[src/rtl/frst_defs.svh]
`ifndef FRST_DEFS_SVH
`define FRST_DEFS_SVH

// Counter geometry
`define FRST_CNT_W 56
`define FRST_HI_LSB 32
`define FRST_HI_W 24
`define FRST_WIN_STEP 4
`define FRST_WIN_LO_N 6

// Register byte offsets
`define FRST_OFF_CLC 8'h00
`define FRST_OFF_WIN0 8'h10
`define FRST_OFF_WIN6 8'h28
`define FRST_OFF_CAP 8'h2c
`define FRST_OFF_CMP0 8'h30
`define FRST_OFF_CMP1 8'h34
`define FRST_OFF_CMPCTL 8'h38
`define FRST_OFF_IRQST 8'h3c
`define FRST_OFF_IRQMSK 8'h40

// Clock control fields
`define FRST_CLC_DIS_BIT 0
`define FRST_CLC_DISS_BIT 1
`define FRST_CLC_SUSEN_BIT 2
`define FRST_CLC_SUSS_BIT 3
`define FRST_CLC_DIV_LSB 8
`define FRST_DIV_W 3

// Compare control fields, one group of 16 bits per compare unit
`define FRST_CMPCTL_STRIDE 16
`define FRST_CMPCTL_SIZE_LSB 0
`define FRST_CMPCTL_START_LSB 8
`define FRST_CMPCTL_FLD_W 5

// Reset values
`define FRST_DIV_RST 3'h2
`define FRST_CMPCTL_RST 32'h001f_001f

// AXI responses
`define FRST_RESP_OKAY 2'h0
`define FRST_RESP_DECERR 2'h3

`endif

[src/rtl/frst_pkg.sv]
`include "frst_defs.svh"

package frst_pkg;

    // Whole state of the timer core
    typedef struct packed {
        logic [`FRST_CNT_W-1:0] count;
        logic [`FRST_DIV_W-1:0] presc;
        logic [`FRST_DIV_W-1:0] div;
        logic dis_req;
        logic sus_en;
        logic [`FRST_HI_W-1:0] cap;
        logic [31:0] cmp0;
        logic [31:0] cmp1;
        logic [31:0] cmp_ctl;
        logic [1:0] status;
        logic [1:0] mask;
        logic hsync1;
        logic hsync2;
    } frst_state_t;

    // State of the bus slave
    typedef struct packed {
        logic aw_full;
        logic w_full;
        logic [7:0] awaddr;
        logic [31:0] wdata;
        logic [3:0] wstrb;
        logic bvalid;
        logic [1:0] bresp;
        logic rvalid;
        logic [31:0] rdata;
        logic [1:0] rresp;
    } frst_axil_state_t;

    // State of one compare unit
    typedef struct packed {
        logic match;
        logic hit;
    } frst_cmp_state_t;

endpackage

[src/rtl/frst_top.sv]
`timescale 1ns/1ps
`include "frst_defs.svh"

// Functional notes
// - A 56-bit counter counts only upward and runs freely with no start command.
// - It advances at the clock rate divided by a 3-bit divider field that resets to 2.
// - Power-on, watchdog, or soft reset with the timer request set clears and restarts it.
// - The hardware reset pin leaves the count and the divider field untouched.
// - The count windows are read-only and writes never change the count.
// - Reading any of windows zero to five copies the upper count bits into the capture.
// - Seven read-only 32-bit windows show ever higher slices of the count.
// - Two compare values, each on a chosen partial range, can raise an interrupt on match.
// - The clock control can disable the timer or halt it in debug suspend, reads still work.
module frst_top (
    input wire logic aclk,
    input wire logic aresetn,
    input wire logic wdt_reset,
    input wire logic soft_reset,
    input wire logic timer_soft_reset_request,
    input wire logic hardware_reset_pin_n,
    input wire logic debug_suspend,
    input wire logic [7:0] s_axi_awaddr,
    input wire logic s_axi_awvalid,
    output logic s_axi_awready,
    input wire logic [31:0] s_axi_wdata,
    input wire logic [3:0] s_axi_wstrb,
    input wire logic s_axi_wvalid,
    output logic s_axi_wready,
    output logic [1:0] s_axi_bresp,
    output logic s_axi_bvalid,
    input wire logic s_axi_bready,
    input wire logic [7:0] s_axi_araddr,
    input wire logic s_axi_arvalid,
    output logic s_axi_arready,
    output logic [31:0] s_axi_rdata,
    output logic [1:0] s_axi_rresp,
    output logic s_axi_rvalid,
    input wire logic s_axi_rready,
    output logic irq
);
    frst_pkg::frst_state_t st_reg;
    frst_pkg::frst_state_t st_next;
    logic wr_en;
    logic [7:0] wr_addr;
    logic [31:0] wr_data;
    logic [3:0] wr_strb;
    logic wr_err;
    logic rd_en;
    logic [7:0] rd_addr;
    logic [31:0] rd_data;
    logic rd_err;
    logic [1:0] hit;
    logic ctr_clear;
    logic hw_pin_active;
    logic suspended;
    logic enable;
    logic tick;
    logic win_lo_hit;
    logic [31:0] clc_view;
    logic [31:0] clc_new;

    // Register bus slave
    frst_axil_slave u_slave (
        .aclk(aclk),
        .aresetn(aresetn),
        .s_axi_awaddr(s_axi_awaddr),
        .s_axi_awvalid(s_axi_awvalid),
        .s_axi_awready(s_axi_awready),
        .s_axi_wdata(s_axi_wdata),
        .s_axi_wstrb(s_axi_wstrb),
        .s_axi_wvalid(s_axi_wvalid),
        .s_axi_wready(s_axi_wready),
        .s_axi_bresp(s_axi_bresp),
        .s_axi_bvalid(s_axi_bvalid),
        .s_axi_bready(s_axi_bready),
        .s_axi_araddr(s_axi_araddr),
        .s_axi_arvalid(s_axi_arvalid),
        .s_axi_arready(s_axi_arready),
        .s_axi_rdata(s_axi_rdata),
        .s_axi_rresp(s_axi_rresp),
        .s_axi_rvalid(s_axi_rvalid),
        .s_axi_rready(s_axi_rready),
        .wr_en(wr_en),
        .wr_addr(wr_addr),
        .wr_data(wr_data),
        .wr_strb(wr_strb),
        .wr_err(wr_err),
        .rd_en(rd_en),
        .rd_addr(rd_addr),
        .rd_data(rd_data),
        .rd_err(rd_err)
    );

    // Two compare units, each with its own slice of the compare control word
    genvar gi;
    generate
        for (gi = 0; gi < 2; gi++)
        begin : g_cmp
            frst_cmp_unit u_cmp (
                .aclk(aclk),
                .aresetn(aresetn),
                .count(st_reg.count),
                .cmp_value(gi == 0 ? st_reg.cmp0 : st_reg.cmp1),
                .start(st_reg.cmp_ctl[gi*`FRST_CMPCTL_STRIDE+`FRST_CMPCTL_START_LSB
                    +: `FRST_CMPCTL_FLD_W]),
                .size(st_reg.cmp_ctl[gi*`FRST_CMPCTL_STRIDE+`FRST_CMPCTL_SIZE_LSB
                    +: `FRST_CMPCTL_FLD_W]),
                .hit(hit[gi])
            );
        end
    endgenerate

    // Byte-lane merge of a bus write into a stored word
    function automatic logic [31:0] merge_bytes(input logic [31:0] old_val,
        input logic [31:0] new_val, input logic [3:0] strb);
        logic [31:0] res;
        res = old_val;
        for (int b = 0; b < 4; b++)
        begin
            if (strb[b])
                res[b*8 +: 8] = new_val[b*8 +: 8];
        end
        return res;
    endfunction

    // Decode of every mapped word; window writes are accepted but do nothing
    function automatic logic is_mapped(input logic [7:0] addr);
        logic hitm;
        hitm = (addr == `FRST_OFF_CLC) || (addr == `FRST_OFF_CAP);
        hitm = hitm || (addr == `FRST_OFF_CMP0) || (addr == `FRST_OFF_CMP1);
        hitm = hitm || (addr == `FRST_OFF_CMPCTL) || (addr == `FRST_OFF_IRQST);
        hitm = hitm || (addr == `FRST_OFF_IRQMSK);
        hitm = hitm || ((addr >= `FRST_OFF_WIN0) && (addr <= `FRST_OFF_WIN6)
            && (addr[1:0] == 2'h0));
        return hitm;
    endfunction

    assign wr_err = !is_mapped(wr_addr);
    assign rd_err = !is_mapped(rd_addr);

    // Counter clear sources; the pin is not among them
    assign ctr_clear = wdt_reset || (soft_reset && timer_soft_reset_request);
    assign hw_pin_active = !st_reg.hsync2;
    assign suspended = st_reg.sus_en && debug_suspend;
    // Divider zero gates the clock exactly like a disable
    assign enable = (st_reg.div != 3'h0) && !st_reg.dis_req && !suspended;
    assign tick = enable && (st_reg.presc >= (st_reg.div - 3'h1));
    // Only the six lower windows arm the capture, window six already holds the top
    assign win_lo_hit = (rd_addr >= `FRST_OFF_WIN0) && (rd_addr < `FRST_OFF_WIN6)
        && (rd_addr[1:0] == 2'h0);

    // Clock control as seen by software, status bits included
    always_comb
    begin
        clc_view = 32'h0;
        clc_view[`FRST_CLC_DIS_BIT] = st_reg.dis_req;
        clc_view[`FRST_CLC_DISS_BIT] = !enable;
        clc_view[`FRST_CLC_SUSEN_BIT] = st_reg.sus_en;
        clc_view[`FRST_CLC_SUSS_BIT] = suspended;
        clc_view[`FRST_CLC_DIV_LSB +: `FRST_DIV_W] = st_reg.div;
        clc_new = merge_bytes(clc_view, wr_data, wr_strb);
    end

    // Read mux; the data are taken from the same count that the capture copies
    always_comb
    begin
        rd_data = 32'h0;
        for (int k = 0; k < `FRST_WIN_LO_N; k++)
        begin
            if (rd_addr == `FRST_OFF_WIN0 + 8'(k * `FRST_WIN_STEP))
                rd_data = st_reg.count[k*`FRST_WIN_STEP +: 32];
        end
        case (rd_addr)
            `FRST_OFF_CLC: rd_data = clc_view;
            `FRST_OFF_WIN6: rd_data = {8'h0, st_reg.count[`FRST_HI_LSB +: `FRST_HI_W]};
            `FRST_OFF_CAP: rd_data = {8'h0, st_reg.cap};
            `FRST_OFF_CMP0: rd_data = st_reg.cmp0;
            `FRST_OFF_CMP1: rd_data = st_reg.cmp1;
            `FRST_OFF_CMPCTL: rd_data = st_reg.cmp_ctl;
            `FRST_OFF_IRQST: rd_data = {30'h0, st_reg.status};
            `FRST_OFF_IRQMSK: rd_data = {30'h0, st_reg.mask};
            default: ;
        endcase
    end

    // Next state of the timer
    always_comb
    begin
        st_next = st_reg;
        // Pin synchroniser, first stage feeds only the second
        st_next.hsync1 = hardware_reset_pin_n;
        st_next.hsync2 = st_reg.hsync1;
        // Prescaler and count; no path from the bus reaches the count
        if (tick)
        begin
            st_next.presc = 3'h0;
            st_next.count = st_reg.count + 56'h1;
        end
        else if (enable)
            st_next.presc = st_reg.presc + 3'h1;
        // Capture of the upper part on a low-window read
        if (rd_en && win_lo_hit)
            st_next.cap = st_reg.count[`FRST_HI_LSB +: `FRST_HI_W];
        // Software writes
        if (wr_en)
        begin
            case (wr_addr)
                `FRST_OFF_CLC:
                begin
                    st_next.dis_req = clc_new[`FRST_CLC_DIS_BIT];
                    st_next.sus_en = clc_new[`FRST_CLC_SUSEN_BIT];
                    st_next.div = clc_new[`FRST_CLC_DIV_LSB +: `FRST_DIV_W];
                end
                `FRST_OFF_CMP0: st_next.cmp0 = merge_bytes(st_reg.cmp0, wr_data, wr_strb);
                `FRST_OFF_CMP1: st_next.cmp1 = merge_bytes(st_reg.cmp1, wr_data, wr_strb);
                `FRST_OFF_CMPCTL:
                    st_next.cmp_ctl = merge_bytes(st_reg.cmp_ctl, wr_data, wr_strb)
                        & 32'h1f1f_1f1f; // Reserved bits read 0
                `FRST_OFF_IRQMSK:
                begin
                    if (wr_strb[0])
                        st_next.mask = wr_data[1:0];
                end
                default: ; // Windows and capture ignore writes
            endcase
        end
        // Sticky status: clear by writing one, a new hit in the same cycle wins
        if (wr_en && (wr_addr == `FRST_OFF_IRQST) && wr_strb[0])
            st_next.status = (st_reg.status & ~wr_data[1:0]) | hit;
        else
            st_next.status = st_reg.status | hit;
        // Hardware pin resets the control side but spares count and divider
        if (hw_pin_active)
        begin
            st_next.dis_req = 1'b0;
            st_next.sus_en = 1'b0;
            st_next.cmp0 = 32'h0;
            st_next.cmp1 = 32'h0;
            st_next.cmp_ctl = `FRST_CMPCTL_RST;
            st_next.status = 2'h0;
            st_next.mask = 2'h0;
        end
        // Watchdog or requested soft reset: clear, enable, count on at once
        if (ctr_clear)
        begin
            st_next.count = 56'h0;
            st_next.presc = 3'h0;
            st_next.div = `FRST_DIV_RST;
            st_next.dis_req = 1'b0;
            st_next.cap = 24'h0;
        end
    end

    // Power-on reset puts every field at its documented start value
    always_ff @(posedge aclk)
    begin
        if (!aresetn)
        begin
            st_reg <= '0;
            st_reg.div <= `FRST_DIV_RST;
            st_reg.cmp_ctl <= `FRST_CMPCTL_RST;
            st_reg.hsync1 <= 1'b1;
            st_reg.hsync2 <= 1'b1;
        end
        else
            st_reg <= st_next;
    end

    // Level interrupt, high while any unmasked status bit is set
    assign irq = |(st_reg.status & st_reg.mask);
endmodule

[src/rtl/frst_cmp_unit.sv]
`timescale 1ns/1ps
`include "frst_defs.svh"

module frst_cmp_unit (
    input wire logic aclk,
    input wire logic aresetn,
    input wire logic [`FRST_CNT_W-1:0] count,
    input wire logic [31:0] cmp_value,
    input wire logic [`FRST_CMPCTL_FLD_W-1:0] start,
    input wire logic [`FRST_CMPCTL_FLD_W-1:0] size,
    output logic hit
);
    frst_pkg::frst_cmp_state_t st_reg;
    frst_pkg::frst_cmp_state_t st_next;
    logic [`FRST_CNT_W-1:0] shifted;
    logic [31:0] sel_mask;

    // Partial-range compare: size+1 bits of the count from bit start upward
    always_comb
    begin
        shifted = count >> start;
        for (int i = 0; i < 32; i++)
        begin
            sel_mask[i] = (5'(i) <= size);
        end
        st_next.match = (((shifted[31:0] ^ cmp_value) & sel_mask) == 32'h0);
        // Only the first cycle of a match fires, a held count must not refire
        st_next.hit = st_next.match & ~st_reg.match;
    end

    always_ff @(posedge aclk)
    begin
        if (!aresetn)
            st_reg <= '0;
        else
            st_reg <= st_next;
    end

    assign hit = st_reg.hit;
endmodule

[src/rtl/frst_axil_slave.sv]
`timescale 1ns/1ps
`include "frst_defs.svh"

module frst_axil_slave (
    input wire logic aclk,
    input wire logic aresetn,
    input wire logic [7:0] s_axi_awaddr,
    input wire logic s_axi_awvalid,
    output logic s_axi_awready,
    input wire logic [31:0] s_axi_wdata,
    input wire logic [3:0] s_axi_wstrb,
    input wire logic s_axi_wvalid,
    output logic s_axi_wready,
    output logic [1:0] s_axi_bresp,
    output logic s_axi_bvalid,
    input wire logic s_axi_bready,
    input wire logic [7:0] s_axi_araddr,
    input wire logic s_axi_arvalid,
    output logic s_axi_arready,
    output logic [31:0] s_axi_rdata,
    output logic [1:0] s_axi_rresp,
    output logic s_axi_rvalid,
    input wire logic s_axi_rready,
    output logic wr_en,
    output logic [7:0] wr_addr,
    output logic [31:0] wr_data,
    output logic [3:0] wr_strb,
    input wire logic wr_err,
    output logic rd_en,
    output logic [7:0] rd_addr,
    input wire logic [31:0] rd_data,
    input wire logic rd_err
);
    frst_pkg::frst_axil_state_t st_reg;
    frst_pkg::frst_axil_state_t st_next;

    // Address and data are held until both are present, in either order
    assign s_axi_awready = !st_reg.aw_full && !st_reg.bvalid;
    assign s_axi_wready = !st_reg.w_full && !st_reg.bvalid;
    assign wr_en = st_reg.aw_full && st_reg.w_full && !st_reg.bvalid;
    assign wr_addr = st_reg.awaddr;
    assign wr_data = st_reg.wdata;
    assign wr_strb = st_reg.wstrb;
    // One read in flight; the core sees the read in the handshake cycle
    assign s_axi_arready = !st_reg.rvalid;
    assign rd_en = s_axi_arvalid && s_axi_arready;
    assign rd_addr = s_axi_araddr;

    always_comb
    begin
        st_next = st_reg;
        if (s_axi_awvalid && s_axi_awready)
        begin
            st_next.aw_full = 1'b1;
            st_next.awaddr = s_axi_awaddr;
        end
        if (s_axi_wvalid && s_axi_wready)
        begin
            st_next.w_full = 1'b1;
            st_next.wdata = s_axi_wdata;
            st_next.wstrb = s_axi_wstrb;
        end
        if (wr_en)
        begin
            st_next.aw_full = 1'b0;
            st_next.w_full = 1'b0;
            st_next.bvalid = 1'b1;
            st_next.bresp = wr_err ? `FRST_RESP_DECERR : `FRST_RESP_OKAY;
        end
        else if (st_reg.bvalid && s_axi_bready)
            st_next.bvalid = 1'b0;
        if (rd_en)
        begin
            st_next.rvalid = 1'b1;
            st_next.rdata = rd_data;
            st_next.rresp = rd_err ? `FRST_RESP_DECERR : `FRST_RESP_OKAY;
        end
        else if (st_reg.rvalid && s_axi_rready)
            st_next.rvalid = 1'b0;
    end

    always_ff @(posedge aclk)
    begin
        if (!aresetn)
            st_reg <= '0;
        else
            st_reg <= st_next;
    end

    assign s_axi_bvalid = st_reg.bvalid;
    assign s_axi_bresp = st_reg.bresp;
    assign s_axi_rvalid = st_reg.rvalid;
    assign s_axi_rdata = st_reg.rdata;
    assign s_axi_rresp = st_reg.rresp;
endmodule

[config.mk]
export PLATFORM = sky130hd
export DESIGN_NAME = frst_top
export DESIGN_NICKNAME = d
export VERILOG_FILES = /design/src/rtl/frst_pkg.sv /design/src/rtl/frst_top.sv /design/src/rtl/frst_cmp_unit.sv /design/src/rtl/frst_axil_slave.sv
export VERILOG_INCLUDE_DIRS = /design/src /design/src/rtl
export SDC_FILE = /design/constraint.sdc
export NUM_CORES = 1
export LEC_CHECK = 0
export ABC_CLOCK_PERIOD_IN_PS = 9800
export BUFFER_PORTS_ARGS = -buffer_cell sky130_fd_sc_hd__buf_2
export CORE_ASPECT_RATIO = 1.1
export CORE_MARGIN = 4
export CORE_UTILIZATION = 25
export DETAILED_ROUTE_END_ITERATION = 10
export GPL_TIMING_DRIVEN = 0
export REMOVE_ABC_BUFFERS = 1
export SYNTH_ARGS = -nofsm -noshare
export SYNTH_HDL_FRONTEND = slang
export SYNTH_SLANG_ARGS = --single-unit
[constraint.sdc]
create_clock -name aclk -period 9.8 [get_ports aclk]
set_input_delay 0 -clock aclk [delete_from_list [all_inputs] [get_ports aclk]]
set_output_delay 0 -clock aclk [all_outputs]
set_load 0.1 [all_outputs]
== Yosys cells after proc, flatten, opt, wreduce, memory -nomap -nowiden ==
Index checks and enable logic that the tools add are counted.

* Flip-flop bits (word level): 266
* Bits of input ports: 64
* Output and inout port bits: 42
* Word-level logic and storage cells: 234

* Add/sub/neg operators: 3
* $lt $le $gt $ge: 70
* Equal/unequal tests: 19
* Shift-type cells: 2
* Multiplexer cells: 14
* Bitwise logic cells: 15
* Reductions and logical operators: 75

{| class="wikitable"
|+ Operators with widths
! kind !! count
|-
| $pmux W32 S8 || 1
|-
| $mux W32 || 6
|-
| $le A5 B5 Y1 const A || 32
|-
| $shr A56 B5 Y32 || 2
|-
| $eq A8 B6 Y1 const B || 13
|-
| $le A4 B5 Y1 const A || 16
|-
| $and A32 B32 Y32 || 2
|-
| $logic_not A32 Y1 || 2
|-
| $xor A32 B32 Y32 || 2
|-
| $add A56 B1 Y56 const B || 1
|-
| $reduce_and A3 Y1 || 15
|-
| $le A3 B5 Y1 const A || 8
|-
| $eq A8 B5 Y1 const B || 4
|-
| $logic_and A1 B1 Y1 || 23
|-
| $le A1 B5 Y1 const A || 4
|-
| $le A2 B5 Y1 const A || 4
|-
| $eq A8 B7 Y1 const B || 2
|-
| $ge A8 B5 Y1 const B || 2
|-
| $le A8 B6 Y1 const B || 2
|-
| $logic_not A8 Y1 || 2
|-
| $logic_or A1 B1 Y1 || 15
|-
| $lt A8 B6 Y1 const B || 1
|-
| $logic_not A1 Y1 || 7
|-
| $mux W2 || 3
|-
| 15 further kinds || 29
|}

== Depth between registers and ports, before layout ==
Gate-level depths: netlist of run 1.

* Depth after elaboration: 9
* Mapped depth: 16
* Mapped depth without buffers: 11

== By module ==
Synthesis of run 1 repeated with hierarchy kept, for this count alone.

* Cells, all modules: 2841
* Area, all modules: 23397.4 um2

{| class="wikitable"
|+ Modules (own cells, without submodules)
! module !! instances !! cells an instance !! area each (um2) !! sequential area each (um2)
|-
| frst_top || 1 || 1278 || 10116.0 || 3563.4
|-
| frst_cmp_unit || 2 || 555 || 4782.1 || 40.0
|-
| frst_axil_slave || 1 || 453 || 3717.3 || 1641.6
|}

== Worst setup path after synthesis of run 1 ==
No wires, ideal clock.

* Path kind: register to register
* Start point: register st_reg[15] (netlist name)
* End point: register g_cmp[0].u_cmp.st_reg (netlist bit g_cmp[0].u_cmp.hit)
* Library setup time: 0.088 ns
* Arrival time: 3.193 ns
* Data required time: 9.712 ns
* Setup slack: 6.519 ns
* Cell stages (with the launch flop): 16
* Buffers on the path: 6
* Period minus slack after synthesis: 3.281 ns
* Cell sequence: dfxtp_1 > buf_6 > buf_6 > buf_8 > buf_6 > buf_2 > buf_2 > mux4_2 > a22oi_1 > o22ai_1 > nor3_1 > xor2_1 > o211ai_1 > nand3b_1 > or4_4 > nor4_2

* Cells in the longest elaborated chain, start to end: 5

{| class="wikitable"
|+ Ends and longest elaborated chain
! element !! line !! RTL
|-
| start: declaration || frst_top.sv:41 || <nowiki>frst_pkg::frst_state_t st_reg;</nowiki>
|-
| start signal: assignment || frst_top.sv:266 || <nowiki>st_reg <= st_next;</nowiki>
|-
| $shr A56 B5 Y32 || frst_cmp_unit.sv:21 || <nowiki>shifted = count >> start;</nowiki>
|-
| $xor A32 B32 Y32 || frst_cmp_unit.sv:26 || <nowiki>st_next.match = (((shifted[31:0] ^ cmp_value) & sel_mask) == 32'h0);</nowiki>
|-
| $and A32 B32 Y32 || frst_cmp_unit.sv:26 ||
|-
| $logic_not A32 Y1 || frst_cmp_unit.sv:26 ||
|-
| $and A1 B1 Y1 || frst_cmp_unit.sv:28 || <nowiki>st_next.hit = st_next.match & ~st_reg.match;</nowiki>
|-
| end signal: assignment || frst_cmp_unit.sv:36 || <nowiki>st_reg <= st_next;</nowiki>
|-
| end: declaration || frst_cmp_unit.sv:13 || <nowiki>frst_pkg::frst_cmp_state_t st_reg;</nowiki>
|}

No other way between the ends.
A chain may end at the register's enable or synchronous reset.

== Worst setup path after layout of run 1 ==
* Start point: register st_reg[16] (netlist name)
* End point: register g_cmp[0].u_cmp.st_reg (netlist bit g_cmp[0].u_cmp.hit)

Same word-level chain as after synthesis.

==> metrics.txt, run 1 <==
Final Setup Violations 0; crit path capture type flip-flop; Peak VDD IR 131 µV; # clock sinks 264; Die H 318 µm; sequential share of the synthesized area 0.242; Detailed Place HPWL 66900 µm; TNS Setup 0 ps; CP startpoint kind flip-flop; vias in the first global route 21000; synth cell count leaders nor2_1, dfxtp_1, mux2i_1; minimum clock period 4950 ps; Warnings, synthesis 0; Worst-Skew Late Latency 590 ps; Req. time, crit path 10260 ps; Mean Syn Cell Area 8.47 µm²; vias per std cell 6.12; initial antenna violation count 2; Syn Inst Count 2575; CTS max path bufs 3; Ports 106; layout cell share with drive strength beyond 1 0.159; CP Max Fanout 75; most common cell in the netlist nor2_1; DRC 0; RSZ-0062 raised after global routing no; routed len/inst 27.2 µm; # diodes 0; Hold Path Cell Cnt 2; failing checks max-capacitance violations, max-slew violations; GRT Resource Usage Total 0.205; Initial DRC Count 3358; Yosys cell types 84; R2R depth 9; asr flop ratio synth 0; via count 22300; Slew HR -0.0523; mapped cell area 21800 µm²; Nets 2554; Placer Congestion 0.998; total grt overflow 0; prevailing post-synth register cell dfxtp_1; final WL 99400 µm; Inserted Clock Buffers 29; first-pass GRT wire length 145000 µm; worst min path class primary input to flip-flop; largest net degree at the start of global routing 90; cell taking the most area after synthesis dfxtp_1; CTS clk-pin slew, worst paths 60 ps; clk_skew 13.3 ps; status finished, violations left; Die W 290 µm; max-cap violations 9; Max Slew Vio Count 187; number of enable flip-flop cells after synthesis 0; Tightest Pin Transition 1580 ps; CTS tree done; CP Class flip-flop to flip-flop; cts repair resizes 0; starting density of the core 0.252; area of the core 86500 µm²; Min Hold Slack 60.9 ps; final hold violations 0; Port-buffer cells 105; Largest register FFs 172; full die area 92100 µm²; DR pass1 iterations 9; fillcell total 9234; Final Cycle Share 0.505; leading post-synthesis cells by cell area dfxtp_1, mux2i_1, mux4_2, nor2_1, nand2_1; leak pwr 8.21 nW; root buffer cell clkbuf_16; DRT antenna net count 0; Yosys reg bits 264; Area Overhead vs Synth 13.1%; CTS H-tree lvls 1; FP Rows 113; Synth top area share 0.242; Fmax 202 MHz; PwrDens 105 nW/µm²; worst endpoint data arrival time 5410 ps
[timing repair]
action | in CTS | in global routing
setup buffers | 0 | 0
hold buffers | 71 | 0
endpoints found under the hold margin | 56 | 0
[cells by family (layout without fill, tap and decap cells)]
family,count (synthesis),after routing,synth area share
xor+xnor,102,102,0.0409
buf+inv,344,273,0.0697
fa+ha+maj,7,7,0.00401
compound gates,621,621,0.212
simple gates,812,812,0.171
mux,425,425,0.260
flops,264,264,0.242
[cell type report]
type                       count  area (µm²)  area share
sequential                   264        5320       0.215
inverter                      26        97.6     0.00396
tap                         1150        1440      0.0583
timing repair buffer         195        1670      0.0676
clock buffer                  38         841      0.0341
multi-input combinational   1967       15100       0.612
clock inverter                14         199     0.00806
[metrics by stage]
step | setup slack (ps) | utilization | cell area, µm² | instances | power [mW]
after detailed placement | 4870 | 0.264 | 22900 | 3529 | 1.39
final | 4850 | 0.285 | 24700 | 3654 | 2.60
after floorplan | 3310 | - | 20400 | 2257 | 1.30
after CTS | 4870 | 0.284 | 24600 | 3652 | 2.60
after global routing | 4590 | 0.285 | 24700 | 3654 | 2.67
after global placement | 1450 | 0.258 | 22400 | 3512 | 1.38
[worst paths after layout]
check / startpoint / endpoint / slack (ps)
max: st_reg[16] / g_cmp[0].u_cmp.hit / 4850
min: aresetn / st_next[0] / 60
max reg2reg: st_reg[16] / g_cmp[0].u_cmp.hit / 4850
min reg2reg: st_next[0] / st_reg[0] / 410
[critical path: stages (launching register included)]
cell and delay (ps):
dfxtp_4 1010, inv_1 780, nand2_1 600, a21oi_1 110
a2111oi_0 620, xnor2_1 220, o32ai_1 100, or4_1 410
or4_4 570, nor4_2 370
[where the power goes]
group          internal, mW  total (mW)  switching [mW]
combinational        0.0795       0.266           0.187
sequential             1.10        1.13          0.0266
clock                 0.712        1.21           0.494
[cell usage in the layout, fill, tap and decap left out, drive strengths merged, types with 12 or more instances in the layout]
master,instances
a22o,22
nand4,20
nor2,285
xnor2,41
o211a,12
dfxtp,264
xor2,61
o211ai,15
nor2b,29
a211oi,19
a222oi,51
nand3,63
dlygate4sd3,71
or3,17
a21boi,45
mux2,60
buf,124
nand2b,21
nor3,39
nor4,13
nand2,234
a221oi,49
inv,31
a21oi,70
and3,26
o21ai,81
and2,21
mux4,107
clkbuf,38
or2,13
o22ai,44
a22oi,59
a31oi,26
o2111ai,12
mux2i,258
[routing by layer]
| layer | global-route usage | up-vias | part of all wire |
|---|---|---|---|
| met5 | 0 | - | 0.00013 |
| met4 | 0.106 | 2 | 0.066 |
| met3 | 0.0521 | 397 | 0.12 |
| met2 | 0.320 | 1556 | 0.44 |
| met1 | 0.261 | 10900 | 0.37 |
| li1 | - | 9505 | - |
Power figures use the tool's default switching activity.
==> run 2: changes to the inputs <==
- ABC_CLOCK_PERIOD_IN_PS: 9800 -> 4800
- clock period: 9.8 -> 4.8 ns (I/O delays scaled with it)
==> run 2 against run 1 <==
- the run ends with max-capacitance violations, max-slew violations, negative setup slack left
- hold slack got worse by 4.4 ps
- global-route usage barely moved
- core utilization rose by 0.068 points
- highest routed layer is now met4
- cell area rose by 0.24%
- die area did not move
- largest power group unchanged
- combinational power rose by 100%
- clock-buffer cell count did not move
- non-clock buffer count rose by 2
- clock power rose by 100%
==> metrics.txt, run 2 (synthesis results as in run 1) <==
CP startpoint kind flip-flop; first-pass GRT wire length 145000 µm; switching pwr 1.45 mW; Clk network pwr share 0.464; final WL 100000 µm; vias in the first global route 21100; Detailed Place HPWL 66900 µm; largest net degree at the start of global routing 90; # clock sinks 264; Die W 290 µm; total grt overflow 0; Ports 106; Min Hold Slack 56.5 ps; Final Cycle Share 1.01; vias per std cell 6.14; CTS H-tree lvls 1; minimum clock period 4860 ps; sequential power share 0.433; commonest non-fill, non-tap cell in the layout nor2_1; CTS tree done; final hold violations 0; CTS max path bufs 3; Logic pwr share 0.103; Final Setup Violations 1; crit path capture type flip-flop; DRC 0; CP Max Fanout 21; layout cell share with drive strength beyond 1 0.162; full die area 92100 µm²; Inserted Clock Buffers 29; area of the core 86500 µm²; Hold Path Cell Cnt 2; FP Rows 113; Peak VDD IR 268 µV; clk_skew 13.7 ps; Final WS setup -63.4 ps; via count 22500; Nets 2557; Largest register FFs 172; failing checks max-capacitance violations, max-slew violations, negative setup slack; worst endpoint data arrival time 5320 ps; Area Overhead vs Synth 13.4%; switch share 0.273; DRT antenna net count 0; RSZ-0062 raised after global routing no; root buffer cell clkbuf_16; Req. time, crit path 5260 ps; Internal 3.86 mW; fillcell total 9227; Placer Congestion 0.998; Port-buffer cells 105; Die H 318 µm; status finished, violations left; most frequent cells in the layout nor2_1, mux2i_1, dfxtp_1; Fmax 206 MHz; starting density of the core 0.252; Max Slew Vio Count 76; DR pass1 iterations 8; GRT Resource Usage Total 0.206; leak pwr 8.23 nW; CTS clk-pin slew, worst paths 70 ps; Initial DRC Count 3306; Slew HR -0.0628; PwrDens 215 nW/µm²; initial antenna violation count 1; Worst-Skew Late Latency 590 ps; CP Class flip-flop to flip-flop; R2R depth 9; routed len/inst 27.4 µm; max-cap violations 6; Placement Setup Slack -129 ps; worst min path class primary input to flip-flop; Tightest Pin Transition 1590 ps
-- run 2: power by group through the flow --
stage	registers (mW)	logic (mW)	clock network, mW
finish	2.30	0.544	2.46
global route	2.30	0.582	2.57
floorplan	2.48	0.176	0
global placement	2.35	0.470	0
CTS	2.30	0.539	2.48
detailed placement	2.34	0.490	0
-- run 2: timing repair --
item | in CTS | in global routing
hold buffers | 71 | 0
endpoints found under the setup margin | 1 | 1
setup buffers | 0 | 2
gates cloned | 1 | 0
resized for setup | 1 | 4
pin swaps | 0 | 0
hold endpoints to repair | 56 | 0
-- run 2: final cells by class --
class,instances,area [µm²],share of cell area
multi-input combinational,1967,15100,0.611
sequential,264,5320,0.215
timing repair buffer,197,1710,0.0691
tap,1150,1440,0.0582
clock buffer,38,841,0.0340
clock inverter,14,199,0.00804
inverter,26,101,0.00410
timing repair inverter,1,5.00,0.000202
antenna,2,5.00,0.000202
-- run 2: path summary, 6_finish.rpt --
| kind | startpoint | end | slack, ps |
|---|---|---|---|
| worst max-delay path | st_reg[166] | g_cmp[0].u_cmp.hit | -60 |
| worst min-delay path | aresetn | st_next[0] | 60 |
| worst max register to register | st_reg[166] | g_cmp[0].u_cmp.hit | -60 |
| worst min register to register | st_next[0] | st_reg[0] | 410 |
-- run 2: critical path: stages (launching register included) --
cell       delay [ps]
dfxtp_1          1350
mux2i_2           250
a22oi_1           550
a21oi_1           180
a2111oi_0         680
xnor2_1           230
o32ai_1           100
or4_1             410
or4_4             570
nor4_2            390
-- run 2: metrics by stage --
step                power (mW)  area [µm²]   util  TNS, ps  std cells
CTS                       5.32       24600  0.285        0       3653
global placement          2.82       22400  0.258   -87700       3512
floorplan                 2.66       20400      -    -5330       2257
finish                    5.31       24700  0.286    -63.4       3659
global route              5.46       24700  0.286        0       3657
detailed placement        2.83       22900  0.264     -129       3529
-- run 2: routing by layer --
layer | track usage | routed length (µm)
met1 | 0.261 | 38200
met3 | 0.0526 | 11100
met4 | 0.112 | 6790
met2 | 0.317 | 44200
met5 | 0 | 0
